File: src/verilog/rsc_params.svh
// Constants of the reset source controller: offsets, fields, reset values, timings
`ifndef RSC_PARAMS_SVH
`define RSC_PARAMS_SVH

// ***************************************
// Register byte offsets
// ***************************************
`define RSC_OFF_CAUSE 8'h00
`define RSC_OFF_CTRL 8'h04
`define RSC_OFF_OSCW 8'h08
`define RSC_OFF_PDIR 8'h0C
`define RSC_OFF_PLAT 8'h10
`define RSC_OFF_TCNT 8'h14
`define RSC_OFF_STAT 8'h18

// ***************************************
// Cause register bit positions
// ***************************************
`define RSC_BIT_TRAP 7
`define RSC_BIT_WDT 4
`define RSC_BIT_PAR 2
`define RSC_BIT_ACC 1
`define RSC_BIT_LVD 0

// ***************************************
// Reset values, illegal opcode and reset vector
// ***************************************
`define RSC_RST_OSCW 8'h07
`define RSC_RST_PDIR 8'hFF
`define RSC_RST_PLAT 8'h00
`define RSC_RST_TCNT 16'hFFFF
`define RSC_RST_CTRL 1'b1
`define RSC_ILLEGAL_OP 8'hFF
`define RSC_RESET_VECTOR 16'h0000

// ***************************************
// Reset processing times (ns) and clock period
// ***************************************
`define RSC_CLK_NS 20
`define RSC_T_FIRST_LVD_NS 672000
`define RSC_T_FIRST_NOLVD_NS 399000
`define RSC_T_LATER_LVD_NS 531000
`define RSC_T_LATER_NOLVD_NS 259000

`endif

File: src/verilog/rsc_pkg.sv
// Types of the reset source controller
package rsc_pkg;

   // Sequencer states
   typedef enum logic [1:0] {
      RSC_RUN = 2'b00,
      RSC_HOLD = 2'b01,
      RSC_PROC = 2'b10
   } rsc_state_t;

   // Kind of the reset being processed
   typedef enum logic [1:0] {
      RSC_K_PIN = 2'b00,
      RSC_K_POR = 2'b01,
      RSC_K_LVD = 2'b10,
      RSC_K_INT = 2'b11
   } rsc_kind_t;

endpackage

File: src/verilog/rsc_reset_ctrl.sv
// Reset source controller: merges reset sources, times reset processing, records causes
// How it works
// - Seven sources (pin, watchdog, POR, SUPPLY_LEVEL_DETECTOR, opcode, parity, access) cause reset.
// - On release, a one-cycle load strobe presents reset vector 0000H.
// - Low reset pin holds reset; high releases; fast oscillator selected after.
// - Watchdog, opcode, parity, access resets release by themselves after processing.
// - POR and SUPPLY_LEVEL_DETECTOR resets release once the detector reports supply good.
// - Executing opcode FFH raises the illegal-instruction reset.
// - Illegal-instruction reset suppressed while debug emulation is active.
// - During reset crystal stops, its pins are inputs, external clock ignored.
// - Special pin floats in pin or POR reset, pulled up otherwise.
// - All other port pins stay high-impedance during and after reset.
// - Cause register holds separate per-source flags; a read clears them.
// - SUPPLY_LEVEL_DETECTOR reset keeps the detector running; other resets stop it.
// - First pin release after POR: 0.672 ms with SUPPLY_LEVEL_DETECTOR, 0.399 ms without.
// - Later pin releases: 0.531 ms with SUPPLY_LEVEL_DETECTOR, 0.259 ms without.
// - Reset sets port direction register to FFH (input).
// - Reset presets timer count register to FFFFH.
// - Pin reset, POR or cause read clear flags; other resets keep others.
// - Only program counter undefined during reset; all else takes reset values, except the detector enable and, outside pin and POR resets, the cause flags.
//
// Design decisions made here: the register offsets and the AHB-Lite slave port.
`timescale 1ns/1ps
`include "rsc_params.svh"

module rsc_reset_ctrl #(
   parameter int FIRST_LVD_CYC = `RSC_T_FIRST_LVD_NS / `RSC_CLK_NS,
   parameter int FIRST_NOLVD_CYC = `RSC_T_FIRST_NOLVD_NS / `RSC_CLK_NS,
   parameter int LATER_LVD_CYC = `RSC_T_LATER_LVD_NS / `RSC_CLK_NS,
   parameter int LATER_NOLVD_CYC = `RSC_T_LATER_NOLVD_NS / `RSC_CLK_NS
) (
   // Clock and power-up reset
   input wire logic clk_sys,
   input wire logic rst,
   // AHB-Lite slave
   input wire logic hsel,
   input wire logic [31:0] haddr,
   input wire logic [1:0] htrans,
   input wire logic hwrite,
   input wire logic [2:0] hsize,
   input wire logic [31:0] hwdata,
   input wire logic hready,
   output logic [31:0] hrdata,
   output logic hreadyout,
   output logic hresp,
   // Reset sources
   input wire logic reset_pin_n,
   input wire logic por_low,
   input wire logic lvd_low,
   input wire logic wdt_overflow,
   input wire logic parity_err,
   input wire logic bad_access,
   input wire logic opcode_exec,
   input wire logic [7:0] opcode_byte,
   input wire logic debug_mode,
   // Reset and clock control outputs
   output logic int_reset,
   output logic pc_load,
   output logic [15:0] reset_vector_addr,
   output logic cpu_clk_fast_sel,
   output logic crystal_stop,
   output logic osc_pins_input,
   output logic ext_clk_ignore,
   output logic lvd_run,
   output logic periph_hold,
   // Port control outputs
   output logic pullup_pin_pull_en,
   output logic port_all_hiz,
   // Reset-valued registers
   output logic [7:0] osc_wait_value,
   output logic [7:0] port_dir,
   output logic [7:0] port_latch,
   output logic [15:0] timer_count
);

   // ***************************************
   // Pin and detector synchronisers
   // ***************************************
   logic [2:0] sync1_q;
   logic [2:0] sync2_q;
   logic pin_n_s;
   logic por_s;
   logic lvd_s;

   // Two stages; only the second stage feeds logic
   always_ff @(posedge clk_sys) begin
      if (rst) begin
         sync1_q <= 3'h1;
         sync2_q <= 3'h1;
      end else begin
         sync1_q <= {lvd_low, por_low, reset_pin_n};
         sync2_q <= sync1_q;
      end
   end
   assign pin_n_s = sync2_q[0];
   assign por_s = sync2_q[1];
   assign lvd_s = sync2_q[2];

   // ***************************************
   // Source merging
   // ***************************************
   logic illegal_op;
   logic lvl_src;
   logic evt_src;
   logic clr_src;

   // Level sources hold reset; pulse sources start processing directly
   assign illegal_op = opcode_exec && (opcode_byte == `RSC_ILLEGAL_OP)
      && !debug_mode;
   assign lvl_src = !pin_n_s || por_s || lvd_s;
   assign evt_src = wdt_overflow || parity_err || bad_access || illegal_op;
   assign clr_src = !pin_n_s || por_s;

   // ***************************************
   // Sequencer
   // ***************************************
   rsc_pkg::rsc_state_t state_q, state_d;
   rsc_pkg::rsc_kind_t kind_q, kind_d;
   logic [15:0] cnt_q, cnt_d;
   logic [15:0] load_val;
   logic first_q, first_d;
   logic ires_q, ires_d;
   logic pcl_q, pcl_d;
   logic lvd_en_q;

   // Processing time picked per kind; first pin release after POR is longer
   always_comb begin
      if (kind_q == rsc_pkg::RSC_K_PIN && first_q) begin
         load_val = lvd_en_q ? 16'(FIRST_LVD_CYC - 1) : 16'(FIRST_NOLVD_CYC - 1);
      end else begin
         load_val = lvd_en_q ? 16'(LATER_LVD_CYC - 1) : 16'(LATER_NOLVD_CYC - 1);
      end
   end

   // Next state; events are honoured only while running, units are stopped in reset
   always_comb begin
      state_d = state_q;
      kind_d = kind_q;
      cnt_d = cnt_q;
      first_d = first_q;
      pcl_d = 1'b0;
      if (lvl_src) begin
         state_d = rsc_pkg::RSC_HOLD;
         if (por_s) begin
            kind_d = rsc_pkg::RSC_K_POR;
            first_d = 1'b1;
         end else if (!pin_n_s) begin
            kind_d = rsc_pkg::RSC_K_PIN;
         end else begin
            kind_d = rsc_pkg::RSC_K_LVD;
         end
      end else begin
         unique case (state_q)
            rsc_pkg::RSC_RUN: begin
               if (evt_src) begin
                  state_d = rsc_pkg::RSC_PROC;
                  kind_d = rsc_pkg::RSC_K_INT;
                  cnt_d = 16'(LATER_NOLVD_CYC - 1);
                  if (lvd_en_q) begin
                     cnt_d = 16'(LATER_LVD_CYC - 1);
                  end
               end
            end
            rsc_pkg::RSC_HOLD: begin
               state_d = rsc_pkg::RSC_PROC;
               cnt_d = load_val;
            end
            rsc_pkg::RSC_PROC: begin
               if (cnt_q == 16'h0000) begin
                  state_d = rsc_pkg::RSC_RUN;
                  pcl_d = 1'b1;
                  if (kind_q == rsc_pkg::RSC_K_PIN) begin
                     first_d = 1'b0;
                  end
               end else begin
                  cnt_d = cnt_q - 16'h0001;
               end
            end
            default: begin
               state_d = rsc_pkg::RSC_HOLD;
            end
         endcase
      end
      ires_d = (state_d != rsc_pkg::RSC_RUN);
   end

   // Power-up behaves like a POR held in reset
   always_ff @(posedge clk_sys) begin
      if (rst) begin
         state_q <= rsc_pkg::RSC_HOLD;
         kind_q <= rsc_pkg::RSC_K_POR;
         cnt_q <= 16'h0000;
         first_q <= 1'b1;
         ires_q <= 1'b1;
         pcl_q <= 1'b0;
      end else begin
         state_q <= state_d;
         kind_q <= kind_d;
         cnt_q <= cnt_d;
         first_q <= first_d;
         ires_q <= ires_d;
         pcl_q <= pcl_d;
      end
   end

   // Reset-time outputs: oscillator, special pin and detector controls follow the internal reset; clock select and port high-impedance are constant
   assign int_reset = ires_q;
   assign pc_load = pcl_q;
   assign reset_vector_addr = `RSC_RESET_VECTOR;
   assign cpu_clk_fast_sel = 1'b1;
   assign crystal_stop = ires_q;
   assign osc_pins_input = ires_q;
   assign ext_clk_ignore = ires_q;
   assign periph_hold = ires_q;
   assign lvd_run = !ires_q || (kind_q == rsc_pkg::RSC_K_LVD);
   assign pullup_pin_pull_en = !(ires_q && (kind_q == rsc_pkg::RSC_K_PIN
      || kind_q == rsc_pkg::RSC_K_POR));
   assign port_all_hiz = 1'b1;

   // ***************************************
   // AHB-Lite slave
   // ***************************************
   logic acc_ok;
   logic wr_q;
   logic [7:0] addr_q;
   logic [31:0] rd_q, rd_d;
   logic [7:0] cause_q, cause_d;
   logic [7:0] oscw_q, oscw_d;
   logic [7:0] pdir_q, pdir_d;
   logic [7:0] plat_q, plat_d;
   logic [15:0] tcnt_q, tcnt_d;
   logic lvd_en_d;
   logic cause_rd;
   logic wr_hit;

   // Zero-wait slave; read data captured in the address phase
   assign acc_ok = hsel && htrans[1] && hready;
   assign cause_rd = acc_ok && !hwrite && (haddr[7:0] == `RSC_OFF_CAUSE) && (haddr[31:8] == 24'h0);
   assign wr_hit = wr_q;
   assign hreadyout = 1'b1;
   assign hresp = 1'b0;
   assign hrdata = rd_q;

   // Read mux; unmapped addresses read zero
   always_comb begin
      rd_d = 32'h0000_0000;
      if (acc_ok && !hwrite && haddr[31:8] == 24'h0) begin
         unique case (haddr[7:0])
            `RSC_OFF_CAUSE: rd_d = {24'h0, cause_q};
            `RSC_OFF_CTRL: rd_d = {31'h0, lvd_en_q};
            `RSC_OFF_OSCW: rd_d = {24'h0, oscw_q};
            `RSC_OFF_PDIR: rd_d = {24'h0, pdir_q};
            `RSC_OFF_PLAT: rd_d = {24'h0, plat_q};
            `RSC_OFF_TCNT: rd_d = {16'h0, tcnt_q};
            `RSC_OFF_STAT: rd_d = {27'h0, first_q, kind_q, state_q == rsc_pkg::RSC_PROC, ires_q};
            default: rd_d = 32'h0000_0000;
         endcase
      end
   end

   // Cause flags: clear first, then sets, so a same-cycle event survives
   always_comb begin
      cause_d = cause_q;
      if (clr_src || cause_rd) begin
         cause_d = 8'h00;
      end
      if (state_q == rsc_pkg::RSC_RUN && !lvl_src) begin
         if (illegal_op) cause_d[`RSC_BIT_TRAP] = 1'b1;
         if (wdt_overflow) cause_d[`RSC_BIT_WDT] = 1'b1;
         if (parity_err) cause_d[`RSC_BIT_PAR] = 1'b1;
         if (bad_access) cause_d[`RSC_BIT_ACC] = 1'b1;
      end
      if (lvd_s && pin_n_s && !por_s) begin
         cause_d[`RSC_BIT_LVD] = 1'b1;
      end
   end

   // Register writes in the data phase; internal reset overrides all but the control write
   always_comb begin
      oscw_d = oscw_q;
      pdir_d = pdir_q;
      plat_d = plat_q;
      tcnt_d = tcnt_q;
      lvd_en_d = lvd_en_q;
      if (wr_hit) begin
         unique case (addr_q)
            `RSC_OFF_CTRL: lvd_en_d = hwdata[0];
            `RSC_OFF_OSCW: oscw_d = hwdata[7:0];
            `RSC_OFF_PDIR: pdir_d = hwdata[7:0];
            `RSC_OFF_PLAT: plat_d = hwdata[7:0];
            `RSC_OFF_TCNT: tcnt_d = hwdata[15:0];
            default: ;
         endcase
      end
      // Follows the next internal reset, so reset values stand from its first cycle
      if (ires_d) begin
         oscw_d = `RSC_RST_OSCW;
         pdir_d = `RSC_RST_PDIR;
         plat_d = `RSC_RST_PLAT;
         tcnt_d = `RSC_RST_TCNT;
      end
   end

   // Bus state and registers; voltage detect enable survives internal resets
   always_ff @(posedge clk_sys) begin
      if (rst) begin
         wr_q <= 1'b0;
         addr_q <= 8'h00;
         rd_q <= 32'h0000_0000;
         cause_q <= 8'h00;
         oscw_q <= `RSC_RST_OSCW;
         pdir_q <= `RSC_RST_PDIR;
         plat_q <= `RSC_RST_PLAT;
         tcnt_q <= `RSC_RST_TCNT;
         lvd_en_q <= `RSC_RST_CTRL;
      end else begin
         wr_q <= acc_ok && hwrite && (haddr[31:8] == 24'h0);
         addr_q <= haddr[7:0];
         rd_q <= rd_d;
         cause_q <= cause_d;
         oscw_q <= oscw_d;
         pdir_q <= pdir_d;
         plat_q <= plat_d;
         tcnt_q <= tcnt_d;
         lvd_en_q <= lvd_en_d;
      end
   end

   assign osc_wait_value = oscw_q;
   assign port_dir = pdir_q;
   assign port_latch = plat_q;
   assign timer_count = tcnt_q;

   // ***************************************
   // Assertions
   // ***************************************
   logic [15:0] proc_len_q;
   logic [15:0] loaded_q;

   // Helper: length of the processing interval against the value loaded
   always_ff @(posedge clk_sys) begin
      if (rst) begin
         proc_len_q <= 16'h0000;
         loaded_q <= 16'h0000;
      end else if (state_q != rsc_pkg::RSC_PROC) begin
         proc_len_q <= 16'h0000;
         loaded_q <= cnt_d;
      end else begin
         proc_len_q <= proc_len_q + 16'h0001;
      end
   end
endmodule

File: config.mk
export PLATFORM = sky130hd
export DESIGN_NAME = rsc_reset_ctrl
export DESIGN_NICKNAME = d
export VERILOG_FILES = /design/src/verilog/rsc_pkg.sv /design/src/verilog/rsc_reset_ctrl.sv
export VERILOG_INCLUDE_DIRS = /design/src /design/src/verilog
export SDC_FILE = /design/constraint.sdc
export NUM_CORES = 1
export LEC_CHECK = 0
export ABC_AREA = 1
export ABC_CLOCK_PERIOD_IN_PS = 1590
export BUFFER_PORTS_ARGS = -buffer_cell sky130_fd_sc_hd__buf_2
export CAP_MARGIN = 5
export CORE_MARGIN = 5
export CORE_UTILIZATION = 46
export CTS_BUF_LIST = sky130_fd_sc_hd__clkbuf_2
export DETAILED_ROUTE_END_ITERATION = 16
export PLACE_DENSITY = 0.76
export REMOVE_ABC_BUFFERS = 1
export SLEW_MARGIN = 20
export SYNTH_ARGS = -nofsm -noshare
export SYNTH_HDL_FRONTEND = slang
export SYNTH_SLANG_ARGS = --single-unit
File: constraint.sdc
create_clock -name clk_sys -period 1.59 [get_ports clk_sys]
set_clock_uncertainty 0.05 [all_clocks]
set_input_delay 0.0795 -clock clk_sys [delete_from_list [all_inputs] [get_ports clk_sys]]
set_output_delay 0.0795 -clock clk_sys [all_outputs]
set_load 0.02 [all_outputs]
==> results of run 1 <==
area by class of cell:
| cell class | count | share of cell area (%) |
|---|---|---|
| Multi-Input combinational cell | 525 | 38.00 |
| Clock inverter | 7 | 1.105 |
| Timing Repair Buffer | 271 | 26.56 |
| Inverter | 93 | 4.665 |
| Clock buffer | 9 | 0.5935 |
| Sequential cell | 100 | 26.77 |
| Tap cell | 140 | 2.308 |
sequential cells by signal (all words and copies together), names as in the netlist, 2 cells and up:
signal	count
addr_q	8
cause_q	5
cnt_q	16
hrdata	16
kind_q	2
osc_wait_value	8
port_dir	8
port_latch	8
state_q	2
sync1_q	3
sync2_q	3
timer_count	16
kinds of logic after synthesis:
family	after synthesis	synth area share (%)
AOI/OAI and AO/OA	110	11.98
adders and majority gates	12	2.898
buffers and inverters	153	15.12
and+or+nand+nor	366	31.06
DFF	100	38.64
xor gates and xnor gates	1	0.1691
other	2	0.1449
synth_stat cells (2+ instances only):
master / instances / area [um^2]
nor3_1: 13 / 65.06
clkbuf_1: 5 / 18.77
o21ai_0: 32 / 160.2
conb_1: 2 / 7.510
nor2_2: 4 / 25.02
buf_4: 46 / 345.3
dfxtp_1: 100 / 2002
nor3_4: 2 / 32.53
a21oi_2: 12 / 105.1
nand4_1: 5 / 31.28
nand2_1: 140 / 525.5
buf_2: 5 / 25.02
nand2_2: 2 / 12.51
a21oi_1: 49 / 245.2
buf_6: 4 / 45.04
nor2_1: 128 / 480.5
ha_1: 12 / 150.1
o22ai_1: 2 / 12.51
nor2_4: 4 / 45.04
or2_2: 4 / 25.02
inv_1: 91 / 341.6
inv_2: 2 / 7.510
o21ai_1: 8 / 40.04
nand3_1: 56 / 280.3
worst reg2reg max path, cell delays in order, from the launching register on:
cell     delay (ps)
dfxtp_2         380
or2_4           250
nor2_4          130
inv_2            60
nor3b_4         170
buf_6           180
buf_12          140
nor2_4           50
a21oi_2         120
nand3_1          90
power breakdown:
| part | switching (mW) | internal (mW) |
|---|---|---|
| combinational | 1.07 | 0.825 |
| clock | 0.952 | 0.394 |
| sequential | 0.0793 | 2.62 |
routing by layer:
layer	track usage, %	part of all wire (%)	routed length, um	vias to the layer above
li1	-	-	-	2790
met1	27.76	37	6467	2701
met2	44.69	52	9135	284
met3	4.767	7.3	1290	70
met4	11.06	3.8	672	0
met5	0	0	0	-
repair_timing:
item	CTS	global route
gates resized for setup	51	102
pin swaps	7	34
endpoints found under the setup margin	60	62
hold endpoints to repair	91	0
buffers inserted	7	14
hold buffers	57	0
gates cloned	2	0
path summary, 6_finish.rpt:
kind                                  from             end  slack (ps)  depth (start not counted)
worst max register to register   addr_q[0]  timer_count[8]        -140                          9
worst min-delay path                   rst      hrdata[15]          60                          5
worst max-delay path             addr_q[0]  timer_count[8]        -140                          9
worst min register to register  sync1_q[1]      sync2_q[1]         380                          2
==> flow_metrics.py, run 1 <==
metrics = {
    "global_routing": {
        "track_usage_pct": 24.58,
        "grt_pass1_wl_mm": 26.38,
        "grt_max_degree": 24,
        "grt-ovfl-total": 0,
        "grt_pass1_vias": 5679,
        "antenna_found_initial": 0,
    },
    "synthesis": {
        "yosysWarnings": 0,
        "synth-edff-count": 0,
        "postSynthAreaPerCell_um2": 6.964,
        "yosysSeqAreaShare_pct": 38.64,
        "async_flop_share_pct": 0,
        "ys_seq_elements": 100,
        "synth.distinct_cells": 40,
        "synthCells": 744,
        "synth-main-ff-cell": "dfxtp_1",
        "netlist_area_um2": 5181,
    },
    "worst_setup_path": {
        "worst_path_max_delay_cell": "dfxtp_2",
        "crit_path_frequent_cell": "nor2_4",
        "path_buf_inv": 3,
        "crit_path_max_incr_delay_ps": 380,
        "crit_path_start_kind": "flip-flop",
        "critPathArrivalTime_ps": 2180,
        "cpLargestDelayFamily": "simple AND/OR/NAND/NOR gates",
        "end_kind": "flip-flop",
        "cp_cell_sequence": "or2_4, nor2_4, inv_2, nor3b_4, buf_6, buf_12, nor2_4, a21oi_2, nand3_1",
        "cp.required_ps": 2040,
        "cp_max_fo": 8,
        "crit_type": "reg -> reg",
    },
    "placed_design": {
        "hpwl_mm": 10.83,
        "place_congestion": 0.9018,
        "placed_area_um2": 6228,
        "io_buffers": 133,
        "place_ws_ps": -91.34,
        "dp_cells": 1049,
    },
    "clock_network": {
        "cts_buffer_depth": 2,
        "htreeDepth": 3,
        "clk_pin_slew_ps": 290,
        "cts-root-buf": "clkbuf_2",
        "cts_tree": "built",
        "cts_sinks": 100,
        "cts_buffers": 9,
        "clock_latency_ps": 610,
    },
    "die": {
        "initial_core_util_pct": 47.38,
        "chipHeight_um": 116.1,
        "die_w_um": 116.1,
        "row_count": 38,
        "ios": 190,
        "die_area_um2": 13490,
        "core_um2": 10940,
    },
    "status": {
        "status": "finished, violations left",
        "violations": "setup timing",
    },
    "run": {
        "cap_violations": 0,
    },
    "sta": {
        "holdWs_ps": 60.84,
        "rsz0062_at_grt": "true",
        "tightest_slew_ps": 1090,
        "setup_viol": 44,
        "hold_violations": 0,
        "fmax_ghz": 0.5779,
        "fin_crit_ps": 1730,
        "relSlewSlack_pct": 27.10,
        "tns_ps": -1946,
        "report.final.slew_viol_count": 0,
        "period_share_pct": 108.8,
        "final.setup.worst_slack_ps": -140.4,
    },
    "layout": {
        "n_fill_cell": 850,
        "n_antenna_cell": 0,
        "final_util_pct": 69.41,
        "final_cell_mix": "buf_2, nand2_1, nor2_1",
        "layout.nets": 1102,
        "fin_area_um2": 7590,
        "fin_cells": 1145,
        "ff_latch_area_um2": 2032,
        "synthToLayoutAreaGrowth_pct": 46.49,
        "final_common_cell": "buf_2",
        "multi_input_area_um2": 2884,
        "layout-drive-gt1-share_pct": 36.32,
    },
    "route": {
        "routedWlPerCell_um": 15.34,
        "wl_mm": 17.57,
        "via_count": 5845,
        "postRouteAntennaNets": 0,
        "drc": 0,
        "firstDrtPassIters": 5,
        "drt-initial-drc-count": 413,
        "vias_per_cell": 5.105,
    },
    "pwr": {
        "peakVddDrop_mv": 0.5305,
        "power_density_nw_per_um2": 782.1,
        "total_leakage_power_nw": 3.643,
        "finalPower_mw": 5.936,
    },
    "worst_hold_path": {
        "holdCritPathClass": "in -> reg",
    },
}
No activity file was read; power rests on OpenSTA's default activity.
==> inputs of run 2 (changes only) <==
--- a/config.mk
+++ b/config.mk
@@ -8,13 +8,13 @@
 export LEC_CHECK = 0
 export ABC_AREA = 1
 export ABC_CLOCK_PERIOD_IN_PS = 1590
-export BUFFER_PORTS_ARGS = -buffer_cell sky130_fd_sc_hd__buf_2
 export CAP_MARGIN = 5
 export CORE_MARGIN = 5
-export CORE_UTILIZATION = 46
+export CORE_UTILIZATION = 52
 export CTS_BUF_LIST = sky130_fd_sc_hd__clkbuf_2
 export DETAILED_ROUTE_END_ITERATION = 16
-export PLACE_DENSITY = 0.76
+export DONT_BUFFER_PORTS = 1
+export PLACE_DENSITY = 0.68
 export REMOVE_ABC_BUFFERS = 1
 export SLEW_MARGIN = 20
 export SYNTH_ARGS = -nofsm -noshare
==> flow_metrics.py, run 2 (synthesis gave the netlist of run 1 again) <==
metrics = {
    "die": {
        "die_w_um": 109.8,
        "row_count": 36,
        "ios": 190,
        "chipHeight_um": 109.8,
        "initial_core_util_pct": 53.25,
        "core_um2": 9729,
        "die_area_um2": 12060,
    },
    "global_routing": {
        "grt_max_degree": 36,
        "grt_pass1_vias": 5206,
        "track_usage_pct": 26.26,
        "antenna_found_initial": 0,
        "grt-ovfl-total": 0,
        "grt_pass1_wl_mm": 24.94,
    },
    "worst_setup_path": {
        "end_kind": "flip-flop",
        "worst_path_max_delay_cell": "dfxtp_2",
        "reg2regPathDepth": 11,
        "crit_path_start_kind": "flip-flop",
        "cpLargestDelayFamily": "simple AND/OR/NAND/NOR gates",
        "cp.required_ps": 2100,
        "r2r_slack_ps": -180,
        "crit_path_max_incr_delay_ps": 400,
        "cp_max_fo": 7,
        "crit-reg2reg-launch": "cnt_q[0]",
        "crit_type": "reg -> reg",
        "crit_path_frequent_cell": "nand2_4",
        "regToRegEndpoint": "osc_wait_value[5]",
        "path_buf_inv": 2,
        "cp_cell_sequence": "inv_2, ha_4, nand2_4, nor2_4, nand2_2, nand3_2, nand3_2, nand2_4, nand2_4, clkbuf_16, nor2_1",
        "critPathArrivalTime_ps": 2280,
    },
    "pwr": {
        "p_clk_share_pct": 19.6,
        "total_leakage_power_nw": 3.462,
        "switching_share_pct": 36.98,
        "combPwrFrac_pct": 36.3,
        "p_seq_share_pct": 44.1,
        "power_density_nw_per_um2": 798.3,
        "p_int_mw": 3.847,
        "switching_power_mw": 2.258,
        "peakVddDrop_mv": 0.5309,
    },
    "placed_design": {
        "place_ws_ps": -132.1,
        "dp_cells": 917,
        "io_buffers": 0,
        "place_congestion": 0.9081,
        "hpwl_mm": 10.44,
    },
    "sta": {
        "rsz0062_at_grt": "true",
        "fin_crit_ps": 1769,
        "fmax_ghz": 0.5652,
        "holdWs_ps": 24.79,
        "setup_viol": 58,
        "final.setup.worst_slack_ps": -179.2,
        "tightest_slew_ps": 1167,
        "relSlewSlack_pct": 21.95,
        "tns_ps": -6155,
        "period_share_pct": 111.3,
        "report.final.slew_viol_count": 0,
        "hold_violations": 0,
    },
    "route": {
        "drc": 0,
        "routedWlPerCell_um": 17.61,
        "firstDrtPassIters": 5,
        "postRouteAntennaNets": 0,
        "drt-initial-drc-count": 377,
        "vias_per_cell": 5.384,
        "wl_mm": 18.37,
        "via_count": 5616,
    },
    "layout": {
        "n_antenna_cell": 0,
        "final_util_pct": 78.60,
        "layout-drive-gt1-share_pct": 32.31,
        "layout.nets": 1007,
        "fin_cells": 1043,
        "n_fill_cell": 659,
        "synthToLayoutAreaGrowth_pct": 47.60,
        "final_common_cell": "nand2_1",
        "final_cell_mix": "nand2_1, dfxtp_1, nor2_1",
    },
    "run": {
        "cap_violations": 0,
    },
    "worst_hold_path": {
        "holdPathEnd": "sync2_q[1]",
        "min_path_cells": 2,
        "holdCritPathClass": "in -> reg",
        "min_from": "rst",
    },
    "clock_network": {
        "clk_pin_slew_ps": 300,
        "cts_sinks": 100,
        "cts_buffer_depth": 2,
        "cts_buffers": 9,
        "cts-root-buf": "clkbuf_2",
        "htreeDepth": 3,
        "clock_latency_ps": 590,
        "cts_tree": "built",
    },
    "status": {
        "violations": "setup timing",
        "status": "finished, violations left",
    },
}
-- run 2: cell count changes in the layout (fill, tap and decap cells not counted), moves of 9 or more --
cell,previous run,this run
buf_2,132,0
buf_6,11,20
dlygate4sd3_1,57,75
nand2_1,125,107
nand2_2,14,23
nand2_4,3,12
nor2_1,95,85
nor2_4,20,34
-- run 2: layout make-up --
type | instances | area [um^2] | area share (%)
Clock buffer | 9 | 45.04 | 0.5890
Clock inverter | 7 | 55.05 | 0.7199
Inverter | 93 | 355.3 | 4.647
Multi-Input combinational cell | 525 | 3184 | 41.64
Sequential cell | 100 | 2024 | 26.47
Tap cell | 133 | 166.4 | 2.176
Timing Repair Buffer | 176 | 1817 | 23.76
-- run 2: per-layer routing --
layer,routed length [um],GRT usage (%)
met5,0,0
met3,1642,5.989
met2,9546,47.49
met1,6442,29.56
met4,734,10.51
-- run 2: metrics by stage --
stage | power [mW] | instance area (um^2)
6_report | 6.105 | 7647
4_1_cts | 5.467 | 6904
3_3_place_gp | 4.041 | 5602
3_5_place_dp | 4.063 | 5602
2_1_floorplan | 3.513 | 4875
5_1_grt | 6.356 | 7647
-- run 2: how the worst max path moves through the flow --
| stage | from | end | slack (ps) | cells after the start |
|---|---|---|---|---|
| after global routing | cnt_q[0] | osc_wait_value[4] | -250 | 11 |
| after CTS | addr_q[1] | lvd_en_q | -130 | 10 |
| after detailed placement | addr_q[1] | timer_count[13] | -130 | 8 |
| final | cnt_q[0] | osc_wait_value[5] | -180 | 11 |
| after global placement | cnt_q[0] | cnt_q[5] | -70 | 11 |
| after floorplan | sync2_q[1] | crystal_stop | -670 | 4 |
-- run 2: timing repair --
action / CTS / global route
resized for setup: 81 / 168
hold buffers: 69 / 10
pin swaps: 21 / 47
setup endpoints to repair: 59 / 71
setup buffers: 19 / 15
gates cloned: 4 / 3
endpoints found under the hold margin: 100 / 28
-- run 2: power groups by stage --
stage | logic (mW) | registers [mW] | clock network [mW]
after CTS | 1.60 | 2.67 | 1.20
after detailed placement | 1.35 | 2.71 | 0
after global routing | 2.36 | 2.70 | 1.30
final | 2.22 | 2.69 | 1.20
after floorplan | 0.771 | 2.74 | 0
after global placement | 1.34 | 2.71 | 0
==> inputs of run 3 (changes only) <==
--- a/config.mk
+++ b/config.mk
@@ -15,7 +15,9 @@
 export DETAILED_ROUTE_END_ITERATION = 16
 export DONT_BUFFER_PORTS = 1
 export PLACE_DENSITY = 0.68
+export RECOVER_POWER = 100
 export REMOVE_ABC_BUFFERS = 1
+export SKIP_LAST_GASP = 1
 export SLEW_MARGIN = 20
 export SYNTH_ARGS = -nofsm -noshare
 export SYNTH_HDL_FRONTEND = slang
==> flow_metrics.py, run 3 (synthesis gave the netlist of run 1 again) <==
metrics = {
    "sta": {
        "tightest_slew_ps": 1063,
        "report.final.slew_viol_count": 0,
        "period_share_pct": 108.6,
        "fin_crit_ps": 1726,
        "setup_viol": 60,
        "hold_violations": 0,
        "rsz0062_at_grt": "true",
        "relSlewSlack_pct": 28.91,
        "final.setup.worst_slack_ps": -136.2,
        "fmax_ghz": 0.5793,
        "tns_ps": -3540,
    },
    "global_routing": {
        "grt_pass1_vias": 5216,
        "antenna_found_initial": 0,
        "grt-ovfl-total": 0,
        "grt_max_degree": 36,
        "grt_pass1_wl_mm": 24.98,
        "track_usage_pct": 26.31,
    },
    "clock_network": {
        "cts_buffer_depth": 2,
        "cts_buffers": 9,
        "cts_sinks": 100,
        "clk_pin_slew_ps": 290,
        "htreeDepth": 3,
        "cts-root-buf": "clkbuf_2",
        "clock_latency_ps": 570,
        "cts_tree": "built",
    },
    "layout": {
        "layout.nets": 1003,
        "multi_input_area_um2": 3070,
        "synthToLayoutAreaGrowth_pct": 43.25,
        "fin_area_um2": 7422,
        "fin_cells": 1039,
        "ff_latch_area_um2": 2028,
        "n_fill_cell": 720,
        "n_antenna_cell": 0,
        "final_cell_mix": "nand2_1, dfxtp_1, nor2_1",
        "layout-drive-gt1-share_pct": 29.69,
        "final_common_cell": "nand2_1",
    },
    "worst_hold_path": {
        "holdCritPathClass": "in -> reg",
    },
    "route": {
        "drt-initial-drc-count": 361,
        "via_count": 5501,
        "firstDrtPassIters": 6,
        "postRouteAntennaNets": 0,
        "drc": 0,
        "wl_mm": 17.36,
        "vias_per_cell": 5.295,
        "routedWlPerCell_um": 16.71,
    },
    "placed_design": {
        "hpwl_mm": 10.44,
        "dp_cells": 917,
        "io_buffers": 0,
        "place_congestion": 0.9081,
        "placed_area_um2": 5602,
    },
    "worst_setup_path": {
        "crit_type": "reg -> reg",
        "end_kind": "flip-flop",
        "cp.required_ps": 2040,
        "critPathArrivalTime_ps": 2170,
        "cp_max_fo": 8,
        "crit_path_start_kind": "flip-flop",
    },
    "die": {
        "core_um2": 9729,
        "die_area_um2": 12060,
        "ios": 190,
        "row_count": 36,
        "initial_core_util_pct": 53.25,
        "die_w_um": 109.8,
        "chipHeight_um": 109.8,
    },
    "pwr": {
        "finalPower_mw": 5.891,
        "total_leakage_power_nw": 3.358,
        "power_density_nw_per_um2": 793.7,
        "peakVddDrop_mv": 0.4483,
    },
    "status": {
        "violations": "setup timing",
        "status": "finished, violations left",
    },
    "run": {
        "cap_violations": 0,
    },
}
run 3: cell types whose count changed in the layout (fill, tap and decap cells not counted), moves of 3 or more:
cell,before,now
nand2_1,107,121
nand2_2,23,16
o21ai_0,14,17
nand2_4,12,5
buf_4,65,61
clkbuf_2,9,13
run 3: what timing repair did:
item | 4_1_cts | 5_1_grt
endpoints found under the setup margin | 59 | 71
hold endpoints to repair | 100 | 28
gates resized for setup | 79 | 137
pin swaps | 21 | 45
gates cloned | 4 | 1
setup buffers | 19 | 12
hold buffers | 69 | 10
run 3: per-stage QoR:
stage / util, % / hold WS (ps) / setup slack (ps)
2_1_floorplan: - / 98.57 / -672.3
3_3_place_gp: 57.57 / 107.1 / -65.30
3_5_place_dp: 57.57 / 108.9 / -132.1
4_1_cts: 70.94 / -565.9 / -125.6
5_1_grt: 76.29 / -3.780 / -197.2
6_report: 76.29 / 36.95 / -136.2
run 3: final timing paths:
path	slack, ps	start	to	cells past startpoint
max	-140	addr_q[1]	timer_count[11]	9
min	40	rst	sync2_q[1]	2
max reg2reg	-140	addr_q[1]	timer_count[11]	9
min reg2reg	440	cause_q[0]	cause_q[0]	2
run 3: final cells by class:
| cell class | count | share of cell area [%] |
|---|---|---|
| Multi-Input combinational cell | 525 | 41.37 |
| Sequential cell | 100 | 27.33 |
| Timing Repair Buffer | 172 | 22.93 |
| Inverter | 93 | 4.788 |
| Tap cell | 133 | 2.242 |
| Clock inverter | 7 | 0.7417 |
| Clock buffer | 9 | 0.6069 |
run 3: where the power goes:
part	total, mW	internal, mW	leakage (nW)	switching [mW]
Clock	1.18	0.238	0.0670	0.937
Combinational	2.02	0.896	2.47	1.13
Sequential	2.69	2.62	0.819	0.0730
run 3: metal layers:
| metal | part of all wire [%] | GRT usage, % | wire [um] | up-vias |
|---|---|---|---|---|
| met2 | 52 | 47.31 | 9030 | 257 |
| li1 | - | - | - | 2591 |
| met3 | 8.0 | 5.872 | 1396 | 69 |
| met5 | 0 | 0 | 0 | - |
| met4 | 3.7 | 10.69 | 637 | 0 |
| met1 | 36 | 29.86 | 6297 | 2584 |
run 3: worst max-delay path: stages (launching register included):
cell and delay (ps):
dfxtp_1 370, or2_4 260, nor2_4 100, inv_2 60, nor3b_4 220, buf_6 170, buf_12 180, nor2_4 40
a21oi_2 100, nand3_1 70
